--- src/verilog/bcr_pkg.sv ---
// package for the board control register bank
// assumes a single ref_clk domain and a plain strobe register port
package bcr_pkg;

  // ------------------------------------------------------------------
  // register map
  // ------------------------------------------------------------------
  localparam int ADDR_W = 8;
  localparam int DATA_W = 8;
  localparam int WORD_W = 32;
  localparam int NCH    = 4;

  localparam logic [7:0] OFF_GLOBAL_COMMAND    = 8'h00;
  localparam logic [7:0] OFF_CLOCK_LOCK_STATUS = 8'h03;
  localparam logic [7:0] OFF_WORD_ORDER_CONFIG = 8'h0f;
  localparam logic [7:0] OFF_CHANNEL_ENABLE    = 8'h10;
  localparam logic [7:0] OFF_LSB_FIRST         = 8'h16;
  localparam logic [7:0] OFF_IRQ_STATUS        = 8'h20;
  localparam logic [7:0] OFF_IRQ_MASK          = 8'h21;

  // ------------------------------------------------------------------
  // field positions and reset values
  // ------------------------------------------------------------------
  localparam int BIT_CMD_ENABLE     = 3;
  localparam int BIT_REMOTE_LOCK    = 1;
  localparam int BIT_LOCAL_LOCK     = 0;
  localparam int BIT_HALF_WORD_SWAP = 3;
  localparam int BIT_BYTE_PAIR_SWAP = 0;

  localparam logic [7:0] RST_REG  = 8'h00;
  localparam logic [7:0] RD_UNMAP = 8'h00;

  // irq status bits: 0 local lock change, 1 remote lock change,
  // 2 fifo overflow, 3 fifo underflow
  localparam int IRQ_W        = 4;
  localparam int IRQ_LOCAL    = 0;
  localparam int IRQ_REMOTE   = 1;
  localparam int IRQ_OVERFLOW = 2;
  localparam int IRQ_UNDERFL  = 3;

  // ------------------------------------------------------------------
  // carriers
  // ------------------------------------------------------------------
  typedef struct packed {
    logic [ADDR_W-1:0] addr;
    logic [DATA_W-1:0] wdata;
    logic              wr;
    logic              rd;
  } bcr_bus_s;

  typedef struct packed {
    logic [NCH-1:0] dma_allow;
    logic [NCH-1:0] chan_reset;
    logic           fifo_flush;
    logic           flag_clear;
  } bcr_ctrl_s;

endpackage

--- src/verilog/bcr_regs.sv ---
// board control register bank with data word ordering
// assumes lock and fifo flags arrive asynchronously; bus is on ref_clk
//
// What this block does
// - dma allowed per channel only with global enable and channel enable both set
// - global enable clear resets all channels, flushes fifos, clears flow flags
// - status bit 1 reports remote side transfer clock locked
// - status bit 0 reports local side transfer clock locked
// - config bit 3 swaps 16-bit halves of each 32-bit word
// - config bit 0 swaps byte pairs giving order 1,0,3,2
// - four enable bits gate rx0, rx1, tx0, tx1; clear resets that channel
// - per-channel lsb-first bit serialises lsb first, else msb first
`timescale 1ns/1ps

module bcr_regs
  import bcr_pkg::*;
(
  input  wire logic                   ref_clk,
  input  wire logic                   rstn,
  input  wire bcr_pkg::bcr_bus_s      bus,
  output logic [bcr_pkg::DATA_W-1:0]  rdata,
  input  wire logic                   local_transfer_clock_locked,
  input  wire logic                   remote_transfer_clock_locked,
  input  wire logic                   fifo_overflow,
  input  wire logic                   fifo_underflow,
  input  wire logic [bcr_pkg::WORD_W-1:0] word_in,
  output logic [bcr_pkg::WORD_W-1:0]  word_out,
  input  wire logic [1:0]             word_chan,
  output bcr_pkg::bcr_ctrl_s          ctrl,
  output logic                        irq
);
  import bcr_pkg::*;

  // ------------------------------------------------------------------
  // helpers
  // ------------------------------------------------------------------
  function automatic logic hit(input logic [ADDR_W-1:0] a, input logic [7:0] off);
    hit = (a == off);
  endfunction

  // lock bits flag any change, fifo flags only their rising edge
  function automatic logic level_moved(input logic now_v, input logic was_v);
    level_moved = now_v ^ was_v;
  endfunction

  function automatic logic level_rose(input logic now_v, input logic was_v);
    level_rose = now_v & ~was_v;
  endfunction

  function automatic logic [WORD_W-1:0] swap_byte_pairs(input logic [WORD_W-1:0] w);
    swap_byte_pairs = {w[23:16], w[31:24], w[7:0], w[15:8]};
  endfunction

  function automatic logic [WORD_W-1:0] swap_halves(input logic [WORD_W-1:0] w);
    swap_halves = {w[15:0], w[31:16]};
  endfunction

  function automatic logic [WORD_W-1:0] mirror_bits(input logic [WORD_W-1:0] w);
    mirror_bits = {<<{w}};
  endfunction

  // byte pairs first, then halves, then the mirror for lsb-first channels
  function automatic logic [WORD_W-1:0] reorder(input logic [WORD_W-1:0] w,
                                                input logic bsw,
                                                input logic hsw,
                                                input logic lsb);
    logic [WORD_W-1:0] t;
    t = w;
    if (bsw) begin
      t = swap_byte_pairs(t);
    end
    if (hsw) begin
      t = swap_halves(t);
    end
    // position 31 leaves the serialiser first, so lsb-first mirrors the word
    if (lsb) begin
      t = mirror_bits(t);
    end
    reorder = t;
  endfunction

  // ------------------------------------------------------------------
  // input synchronisers
  // ------------------------------------------------------------------
  logic [IRQ_W-1:0] sync1;
  logic [IRQ_W-1:0] sync2;
  logic [IRQ_W-1:0] sync_d;

  always_ff @(posedge ref_clk or negedge rstn) begin
    if (!rstn) begin
      sync1  <= '0;
      sync2  <= '0;
      sync_d <= '0;
    end else begin
      sync1  <= {fifo_underflow, fifo_overflow,
                 remote_transfer_clock_locked, local_transfer_clock_locked};
      sync2  <= sync1;
      sync_d <= sync2;
    end
  end

  // ------------------------------------------------------------------
  // writable registers
  // ------------------------------------------------------------------
  logic             cmd_enable;
  logic [7:0]       word_order_config;
  logic [NCH-1:0]   channel_enable_bits;
  logic [NCH-1:0]   lsb_first;
  logic [IRQ_W-1:0] irq_mask;

  // ------------------------------------------------------------------
  // write decode
  // ------------------------------------------------------------------
  // no decode for the lock status: it is read only, writes fall away
  logic wr_cmd;
  logic wr_cfg;
  logic wr_chen;
  logic wr_lsb;
  logic wr_mask;
  logic wr_status;

  always_comb begin
    wr_cmd    = bus.wr && hit(bus.addr, OFF_GLOBAL_COMMAND);
    wr_cfg    = bus.wr && hit(bus.addr, OFF_WORD_ORDER_CONFIG);
    wr_chen   = bus.wr && hit(bus.addr, OFF_CHANNEL_ENABLE);
    wr_lsb    = bus.wr && hit(bus.addr, OFF_LSB_FIRST);
    wr_mask   = bus.wr && hit(bus.addr, OFF_IRQ_MASK);
    wr_status = bus.wr && hit(bus.addr, OFF_IRQ_STATUS);
  end

  // only the enable bit is kept, the rest of the byte reads zero
  always_ff @(posedge ref_clk or negedge rstn) begin
    if (!rstn) begin
      cmd_enable <= 1'b0;
    end else if (wr_cmd) begin
      cmd_enable <= bus.wdata[BIT_CMD_ENABLE];
    end
  end

  // unused config bits are dropped on write so they read back zero
  always_ff @(posedge ref_clk or negedge rstn) begin
    if (!rstn) begin
      word_order_config <= RST_REG;
    end else if (wr_cfg) begin
      word_order_config                     <= RST_REG;
      word_order_config[BIT_HALF_WORD_SWAP] <= bus.wdata[BIT_HALF_WORD_SWAP];
      word_order_config[BIT_BYTE_PAIR_SWAP] <= bus.wdata[BIT_BYTE_PAIR_SWAP];
    end
  end

  always_ff @(posedge ref_clk or negedge rstn) begin
    if (!rstn) begin
      channel_enable_bits <= '0;
    end else if (wr_chen) begin
      channel_enable_bits <= bus.wdata[NCH-1:0];
    end
  end

  always_ff @(posedge ref_clk or negedge rstn) begin
    if (!rstn) begin
      lsb_first <= '0;
    end else if (wr_lsb) begin
      lsb_first <= bus.wdata[NCH-1:0];
    end
  end

  always_ff @(posedge ref_clk or negedge rstn) begin
    if (!rstn) begin
      irq_mask <= '0;
    end else if (wr_mask) begin
      irq_mask <= bus.wdata[IRQ_W-1:0];
    end
  end

  // ------------------------------------------------------------------
  // channel control outputs
  // ------------------------------------------------------------------
  bcr_ctrl_s           next_ctrl;
  wire logic [NCH-1:0] chan_live;

  // one gate per channel: a channel runs only with both enables set
  for (genvar gc = 0; gc < NCH; gc++) begin : g_chan
    assign chan_live[gc] = channel_enable_bits[gc] & cmd_enable;
  end

  always_comb begin
    next_ctrl            = '0;
    next_ctrl.dma_allow  = chan_live;
    next_ctrl.chan_reset = ~chan_live;
    next_ctrl.fifo_flush = ~cmd_enable;
    next_ctrl.flag_clear = ~cmd_enable;
  end

  // reset holds every channel in reset and the fifos flushed
  always_ff @(posedge ref_clk or negedge rstn) begin
    if (!rstn) begin
      ctrl <= '{dma_allow: '0, chan_reset: '1, fifo_flush: 1'b1, flag_clear: 1'b1};
    end else begin
      ctrl <= next_ctrl;
    end
  end

  // ------------------------------------------------------------------
  // interrupt status
  // ------------------------------------------------------------------
  logic [IRQ_W-1:0] irq_status;
  logic [IRQ_W-1:0] events;
  logic [IRQ_W-1:0] clr;
  logic [IRQ_W-1:0] flow_keep;
  logic [IRQ_W-1:0] next_irq_status;

  // events come from the second sync stage against its delayed copy
  always_comb begin
    events               = '0;
    events[IRQ_LOCAL]    = level_moved(sync2[IRQ_LOCAL], sync_d[IRQ_LOCAL]);
    events[IRQ_REMOTE]   = level_moved(sync2[IRQ_REMOTE], sync_d[IRQ_REMOTE]);
    events[IRQ_OVERFLOW] = level_rose(sync2[IRQ_OVERFLOW], sync_d[IRQ_OVERFLOW]);
    events[IRQ_UNDERFL]  = level_rose(sync2[IRQ_UNDERFL], sync_d[IRQ_UNDERFL]);
  end

  always_comb begin
    clr = '0;
    if (wr_status) begin
      clr = bus.wdata[IRQ_W-1:0];
    end
  end

  // flow bits may not stand while the command enable is clear
  always_comb begin
    flow_keep               = '1;
    flow_keep[IRQ_OVERFLOW] = cmd_enable;
    flow_keep[IRQ_UNDERFL]  = cmd_enable;
  end

  // set wins over a write-one clear in the same cycle
  always_comb begin
    next_irq_status = ((irq_status & ~clr) | events) & flow_keep;
  end

  always_ff @(posedge ref_clk or negedge rstn) begin
    if (!rstn) begin
      irq_status <= '0;
    end else begin
      irq_status <= next_irq_status;
    end
  end

  // irq follows the status it will hold, so both change on one edge
  always_ff @(posedge ref_clk or negedge rstn) begin
    if (!rstn) begin
      irq <= 1'b0;
    end else begin
      irq <= |(next_irq_status & irq_mask);
    end
  end

  // ------------------------------------------------------------------
  // read port
  // ------------------------------------------------------------------
  logic [7:0] next_rdata;
  logic [7:0] cmd_view;
  logic [7:0] lock_view;
  logic [7:0] chen_view;
  logic [7:0] lsb_view;
  logic [7:0] status_view;
  logic [7:0] mask_view;

  // unused bits of every register read zero
  always_comb begin
    cmd_view                   = RD_UNMAP;
    cmd_view[BIT_CMD_ENABLE]   = cmd_enable;
    lock_view                  = RD_UNMAP;
    lock_view[BIT_REMOTE_LOCK] = sync2[IRQ_REMOTE];
    lock_view[BIT_LOCAL_LOCK]  = sync2[IRQ_LOCAL];
    chen_view                  = RD_UNMAP;
    chen_view[NCH-1:0]         = channel_enable_bits;
    lsb_view                   = RD_UNMAP;
    lsb_view[NCH-1:0]          = lsb_first;
    status_view                = RD_UNMAP;
    status_view[IRQ_W-1:0]     = irq_status;
    mask_view                  = RD_UNMAP;
    mask_view[IRQ_W-1:0]       = irq_mask;
  end

  // an idle port reads zero, so read data stand only after a read
  always_comb begin
    next_rdata = RD_UNMAP;
    if (bus.rd) begin
      case (bus.addr)
        OFF_GLOBAL_COMMAND:    next_rdata = cmd_view;
        OFF_CLOCK_LOCK_STATUS: next_rdata = lock_view;
        OFF_WORD_ORDER_CONFIG: next_rdata = word_order_config;
        OFF_CHANNEL_ENABLE:    next_rdata = chen_view;
        OFF_LSB_FIRST:         next_rdata = lsb_view;
        OFF_IRQ_STATUS:        next_rdata = status_view;
        OFF_IRQ_MASK:          next_rdata = mask_view;
        default:               next_rdata = RD_UNMAP;
      endcase
    end
  end

  always_ff @(posedge ref_clk or negedge rstn) begin
    if (!rstn) begin
      rdata <= RD_UNMAP;
    end else begin
      rdata <= next_rdata;
    end
  end

  // ------------------------------------------------------------------
  // data word ordering
  // ------------------------------------------------------------------
  // one register stage; input half one is bits 0..15, half two 16..31
  logic [WORD_W-1:0] next_word;
  logic              chan_lsb_first;

  // the channel index picks which lsb-first bit applies to this word
  always_comb begin
    chan_lsb_first = lsb_first[word_chan];
    next_word      = reorder(word_in,
                             word_order_config[BIT_BYTE_PAIR_SWAP],
                             word_order_config[BIT_HALF_WORD_SWAP],
                             chan_lsb_first);
  end

  always_ff @(posedge ref_clk or negedge rstn) begin
    if (!rstn) begin
      word_out <= '0;
    end else begin
      word_out <= next_word;
    end
  end

endmodule
--- config.mk ---
export PLATFORM = sky130hd
export DESIGN_NAME = bcr_regs
export DESIGN_NICKNAME = d
export VERILOG_FILES = /design/src/verilog/bcr_pkg.sv /design/src/verilog/bcr_regs.sv
export SDC_FILE = /design/constraint.sdc
export NUM_CORES = 1
export LEC_CHECK = 0
export ABC_AREA = 1
export BUFFER_PORTS_ARGS = -buffer_cell sky130_fd_sc_hd__buf_4
export CORE_MARGIN = 2
export CORE_UTILIZATION = 37
export DETAILED_ROUTE_END_ITERATION = 10
export MAX_ROUTING_LAYER = met4
export PLACE_DENSITY_LB_ADDON = 0.1
export SYNTH_ARGS = -nofsm -noshare
export SYNTH_HDL_FRONTEND = slang
export SYNTH_SLANG_ARGS = --single-unit
export TNS_END_PERCENT = 5
--- constraint.sdc ---
create_clock -name ref_clk -period 1.4 [get_ports ref_clk]
set_input_delay 0.42 -clock ref_clk [delete_from_list [all_inputs] [get_ports ref_clk]]
set_output_delay 0.42 -clock ref_clk [all_outputs]
set_load 0.05 [all_outputs]
=== Word-level counts from Yosys, hierarchy flattened ===
Index checks and enable logic that the tools add are counted.

* Flip-flop bits (word level): 81
* Input port bits: 58
* Output and inout port bits: 51
* Word-level logic and storage cells: 55

* Magnitude comparators: 1
* Eq/ne operators: 6
* Mux-type cells: 8
* Bitwise operators: 17
* Reduce and logical (&&, ||, !) cells: 8

{| class="wikitable"
|+ Operator list
! cell !! number
|-
| 32-bit 2-to-1 mux || 3
|-
| 4-bit one-hot mux with 7 select lines || 1
|-
| 8-bit by 5-bit == test with 1-bit output (second input constant) || 2
|-
| 8-bit by 6-bit == test with 1-bit output (second input constant) || 2
|-
| 4-bit AND || 3
|-
| 8-bit by 2-bit == test with 1-bit output (second input constant) || 1
|-
| 8-bit by 4-bit == test with 1-bit output (second input constant) || 1
|-
| 8-bit zero test || 1
|-
| 8-bit 2-to-1 mux || 1
|-
| 4-bit NOT || 2
|-
| 1-bit AND || 6
|-
| 1-bit logical AND || 6
|-
| 4-bit 2-to-1 mux || 1
|-
| 4-bit bitwise OR || 1
|-
| 4-bit OR reduction || 1
|-
| 2-bit by 3-bit < comparator with 1-bit output (second input constant) || 1
|-
| 1-bit NOT || 3
|-
| 1-bit binary-select mux with 2-bit select || 1
|-
| 1-bit bitwise XOR || 2
|-
| 1-bit 2-to-1 mux || 1
|}

=== Depth between registers and ports, before layout ===
* Depth after elaboration: 9
* Depth in mapped cells: 11
* Depth with buffers taken out: 11

=== Worst setup path after synthesis ===
Ideal clock, no wire load.

* Path type: input to register
* Start: in bus[17] (netlist bit)
* End: reg lsb_first[1]
* Library setup time: 0.128 ns
* Arrival time: 1.265 ns
* Required time: 1.272 ns
* Slack: 0.007 ns
* Stages: 6
* Path buffers: 0
* Path through: nor2_4 nand3_2 inv_2 nand2_2 nor2_4 mux2_1

* Longest elaborated chain between the ends: 2

{| class="wikitable"
|+ RTL lines
! item !! RTL line !! source
|-
| start: declaration || bcr_regs.sv:20 || <nowiki>input wire bcr_pkg::bcr_bus_s bus,</nowiki>
|-
| 8-bit by 5-bit == test with 1-bit output || bcr_regs.sv:38 || <nowiki>hit = (a == off);</nowiki>
|-
| 1-bit logical AND || bcr_regs.sv:126 || <nowiki>wr_lsb = bus.wr && hit(bus.addr, OFF_LSB_FIRST);</nowiki>
|-
| end signal: assignment || bcr_regs.sv:163 || <nowiki>lsb_first <= bus.wdata[NCH-1:0];</nowiki>
|-
| end: declaration || bcr_regs.sv:108 || <nowiki>logic [NCH-1:0] lsb_first;</nowiki>
|}

Every way passes these cells.
A chain may end at the register's enable or synchronous reset.

=== Worst setup path in the final report ===
* Start: reg ctrl[0] (netlist bit)
* End: out ctrl[0] (netlist bit)

{| class="wikitable"
|+ RTL lines
! item !! RTL line !! source
|-
| start: declaration || bcr_regs.sv:29 || <nowiki>output bcr_pkg::bcr_ctrl_s ctrl,</nowiki>
|-
| start signal: assignment || bcr_regs.sv:197 || <nowiki>ctrl <= '{dma_allow: '0, chan_reset: '1, fifo_flush: 1'b1, flag_clear: 1'b1};</nowiki>
|-
| start signal: assignment || bcr_regs.sv:199 || <nowiki>ctrl <= next_ctrl;</nowiki>
|}

No word-level cell between the ends.

==> impl_metrics.py <==
metrics = {
    "run_status": {
        "violations": "setup timing",
        "outcome": "finished, violations left",
    },
    "finish": {
        "fin_cells": 735,
        "diodes": 0,
        "drive_above_1_share_pct": 27.05,
        "n_fill_cell": 1019,
        "synthToLayoutAreaGrowth_pct": 32.71,
        "final_nets": 652,
    },
    "sta": {
        "setup_ws_ps": -70.22,
        "fmax_mhz": 680.2,
        "hold_viol": 0,
        "finalMaxSlewViolations": 0,
        "timing.hold.ws_ps": 178.3,
        "rsz0062_at_grt": "yes",
        "finalCriticalPeriod_ps": 1470,
        "period_share_pct": 105.0,
        "setup_viol_count_final": 6,
        "fin_skew_ps": 9.342,
    },
    "detailed_routing": {
        "routedWlPerCell_um": 12.04,
        "drc_errors": 0,
        "drt_iter0_markers": 128,
        "wirelength_mm": 8.848,
        "num_vias": 3283,
        "highest_layer": "met4",
        "wl_met1_mm": 3.995,
        "wl_met2_mm": 4.058,
        "wl_met3_um": 603,
        "ant_nets": 0,
        "first_pass_iters": 8,
        "vias_per_cell": 4.467,
    },
    "synthesis": {
        "synth_edf_count": 0,
        "ys_ff_latch": 77,
        "yosys.area.top_type": "dfrtp_1",
        "synth_compound_area_share_pct": 16.88,
        "yosysMostFrequentCell": "nand2_1",
        "yosys_warnings": 0,
        "async_flop_share_pct": 100.0,
        "yosys-top-cells-count": "nand2_1, inv_1, dfrtp_1",
        "synth_simple_gate_area_share_pct": 19.95,
        "synth.top_cells.by_area": "dfrtp_1, nand2_1, o21ai_1",
        "syn_area_sq_mm": 0.003832,
        "synth_xor_area_share_pct": 0.4571,
        "syn_inst": 486,
        "synth_top_flop_cell": "dfrtp_1",
        "synth_fa_ha_area_share_pct": 0,
        "avgSynthCellArea_sq_um": 7.886,
        "synth.distinct_cells": 32,
        "ys_seq_area_share_pct": 50.44,
        "synthMuxAreaShare_pct": 0.6856,
        "yosysTopAreaCellShare_pct": 47.01,
        "synth_top_family_by_area": "simple AND/OR/NAND/NOR gates",
    },
    "clock_tree": {
        "clk_pin_slew_ps": 80,
        "cts_setup_buffers": 0,
        "insertion_delay_ps": 340,
        "clock_sink_count": 77,
        "clockRootBuffer": "clkbuf_8",
        "htree_num_levels": 3,
        "cts_buffers": 9,
        "clockBufferDepth": 2,
        "cts_tree": "done",
    },
    "pwr": {
        "clock_power_share_pct": 30.6,
        "ir_drop_mv": 0.4724,
        "internal_power_mw": 3.628,
        "switching_share_pct": 31.77,
        "switchingPower_mw": 1.689,
        "p_comb_share_pct": 23.4,
        "p_leak_nw": 2.631,
        "power_density_mw_per_mm2": 1045,
        "seqPwrFrac_pct": 45.9,
    },
    "critical_path": {
        "crit_arrival_ps": 1050,
        "crit_family": "flip-flops",
        "required_ps": 980,
        "crit_fanout": 2,
        "cp_slowest_cell": "dfstp_2",
        "critPathLaunchType": "flop",
        "critPathCaptureType": "output pin",
        "worstSetupPathType": "flop to output pin",
        "worst_r2r_path_depth": 6,
        "critPathBufInv": 1,
        "reg2reg_slack_ps": 40,
        "slowest_delay_ps": 550,
        "reg2reg_to": "word_out[18]",
        "rr_startpoint": "word_order_config[0]",
        "path_cells": "buf_6",
    },
    "grt": {
        "grt_pass1_vias": 3072,
        "grt.total_usage_pct": 17.19,
        "grt_first_pass_wirelength_mm": 14.47,
        "grt_max_degree": 37,
        "antenna_found_initial": 0,
        "grt_overflow": 0,
    },
    "placement": {
        "portBuffers": 100,
        "dp_slack_ps": -137.0,
        "finalWeightedCongestion": 0.8753,
        "dp_hpwl_mm": 6.900,
        "placedCellCount": 718,
    },
    "hold_path": {
        "holdPathEnd": "sync1[0]",
        "hold_path.class": "input pin to flop",
        "holdPathStages": 1,
        "min_from": "local_transfer_clock_locked",
    },
    "floorplan": {
        "die-area_sq_mm": 0.01119,
        "core_area_sq_mm": 0.01018,
        "fp.dieH_um": 105.8,
        "io_pins": 109,
        "start_util_pct": 37.63,
        "die_w_um": 105.8,
        "fp-row-count": 37,
    },
    "flow_run": {
        "drv_cap": 0,
    },
}
-- routing by layer --
layer	vias up	global-route usage [%]
met5	-	-
li1	1728	-
met1	1440	21.93
met4	0	6.203
met3	12	5.442
met2	103	25.81
-- per-stage QoR --
step	cell area (sq um)	setup TNS (ps)	total power, mW	util [%]
after floorplan	3844	0	3.252	-
after global placement	4828	-1241	3.715	47.41
after detailed placement	4828	-1494	3.728	47.41
after CTS	5069	-481.6	5.410	49.77
after global routing	5086	-632.7	5.606	49.94
final	5086	-294.2	5.317	49.94
-- kinds of logic after synthesis --
| kind of cell | count (synthesis) |
|---|---|
| other cells | 1 |
| flops | 77 |
| mux | 2 |
| xor+xnor | 2 |
| buf+inv | 101 |
| simple gates | 176 |
| compound gates | 127 |
-- cells in the final DEF (no fill, tap or decap), drive strengths merged --
master	instances
a31oi	1
dfstp	5
dlygate4sd3	1
mux2	2
nor3b	1
nor2	47
o211ai	1
nand3	8
nand2	115
a21oi	39
bufinv	1
nand4	2
o21ai	86
clkinv	4
xnor2	2
buf	120
inv	74
conb	4
clkbuf	11
nor3	3
dfrtp	72
-- area by class of cell --
| cell class | count | area [sq um] | share of cell area [%] |
|---|---|---|---|
| Multi-Input combinational cell | 311 | 1480 | 29.10 |
| Clock buffer | 11 | 131.4 | 2.583 |
| Timing Repair Buffer | 121 | 1031 | 20.27 |
| Tap cell | 136 | 170.2 | 3.346 |
| Inverter | 74 | 277.8 | 5.461 |
| Sequential cell | 77 | 1934 | 38.03 |
| Clock inverter | 5 | 61.31 | 1.205 |
-- repair_timing --
action,in CTS,in global routing
resized for setup,10,8
setup endpoints to repair,6,16
gates cloned,0,0
hold buffers,1,0
hold endpoints to repair,11,0
-- sequential cells by signal, indices dropped and copies added, names as in the netlist --
name                 count
channel_enable_bits      4
cmd_enable               1
ctrl                     9
irq                      1
irq_mask                 4
irq_status               4
lsb_first                4
rdata                    4
sync1                    4
sync2                    4
sync_d                   4
word_order_config        2
word_out                32
-- power by group through the flow --
stage | registers, mW | logic (mW) | clock network (mW)
floorplan | 2.80 | 0.449 | 0
global placement | 2.49 | 1.23 | 0
detailed placement | 2.49 | 1.24 | 0
CTS | 2.44 | 1.25 | 1.72
global route | 2.46 | 1.36 | 1.79
finish | 2.44 | 1.25 | 1.63
-- worst max path at each step --
stage,startpoint,to,slack [ps],cells past startpoint
4_1_cts,ctrl[0],ctrl[0],-100,1
2_1_floorplan,bus[17],lsb_first[1],7,6
3_5_place_dp,bus[17],lsb_first[1],-140,7
6_report,ctrl[0],ctrl[0],-70,1
5_1_grt,ctrl[0],ctrl[0],-130,1
3_3_place_gp,bus[17],irq,-130,11
Power figures use the tool's default switching activity.
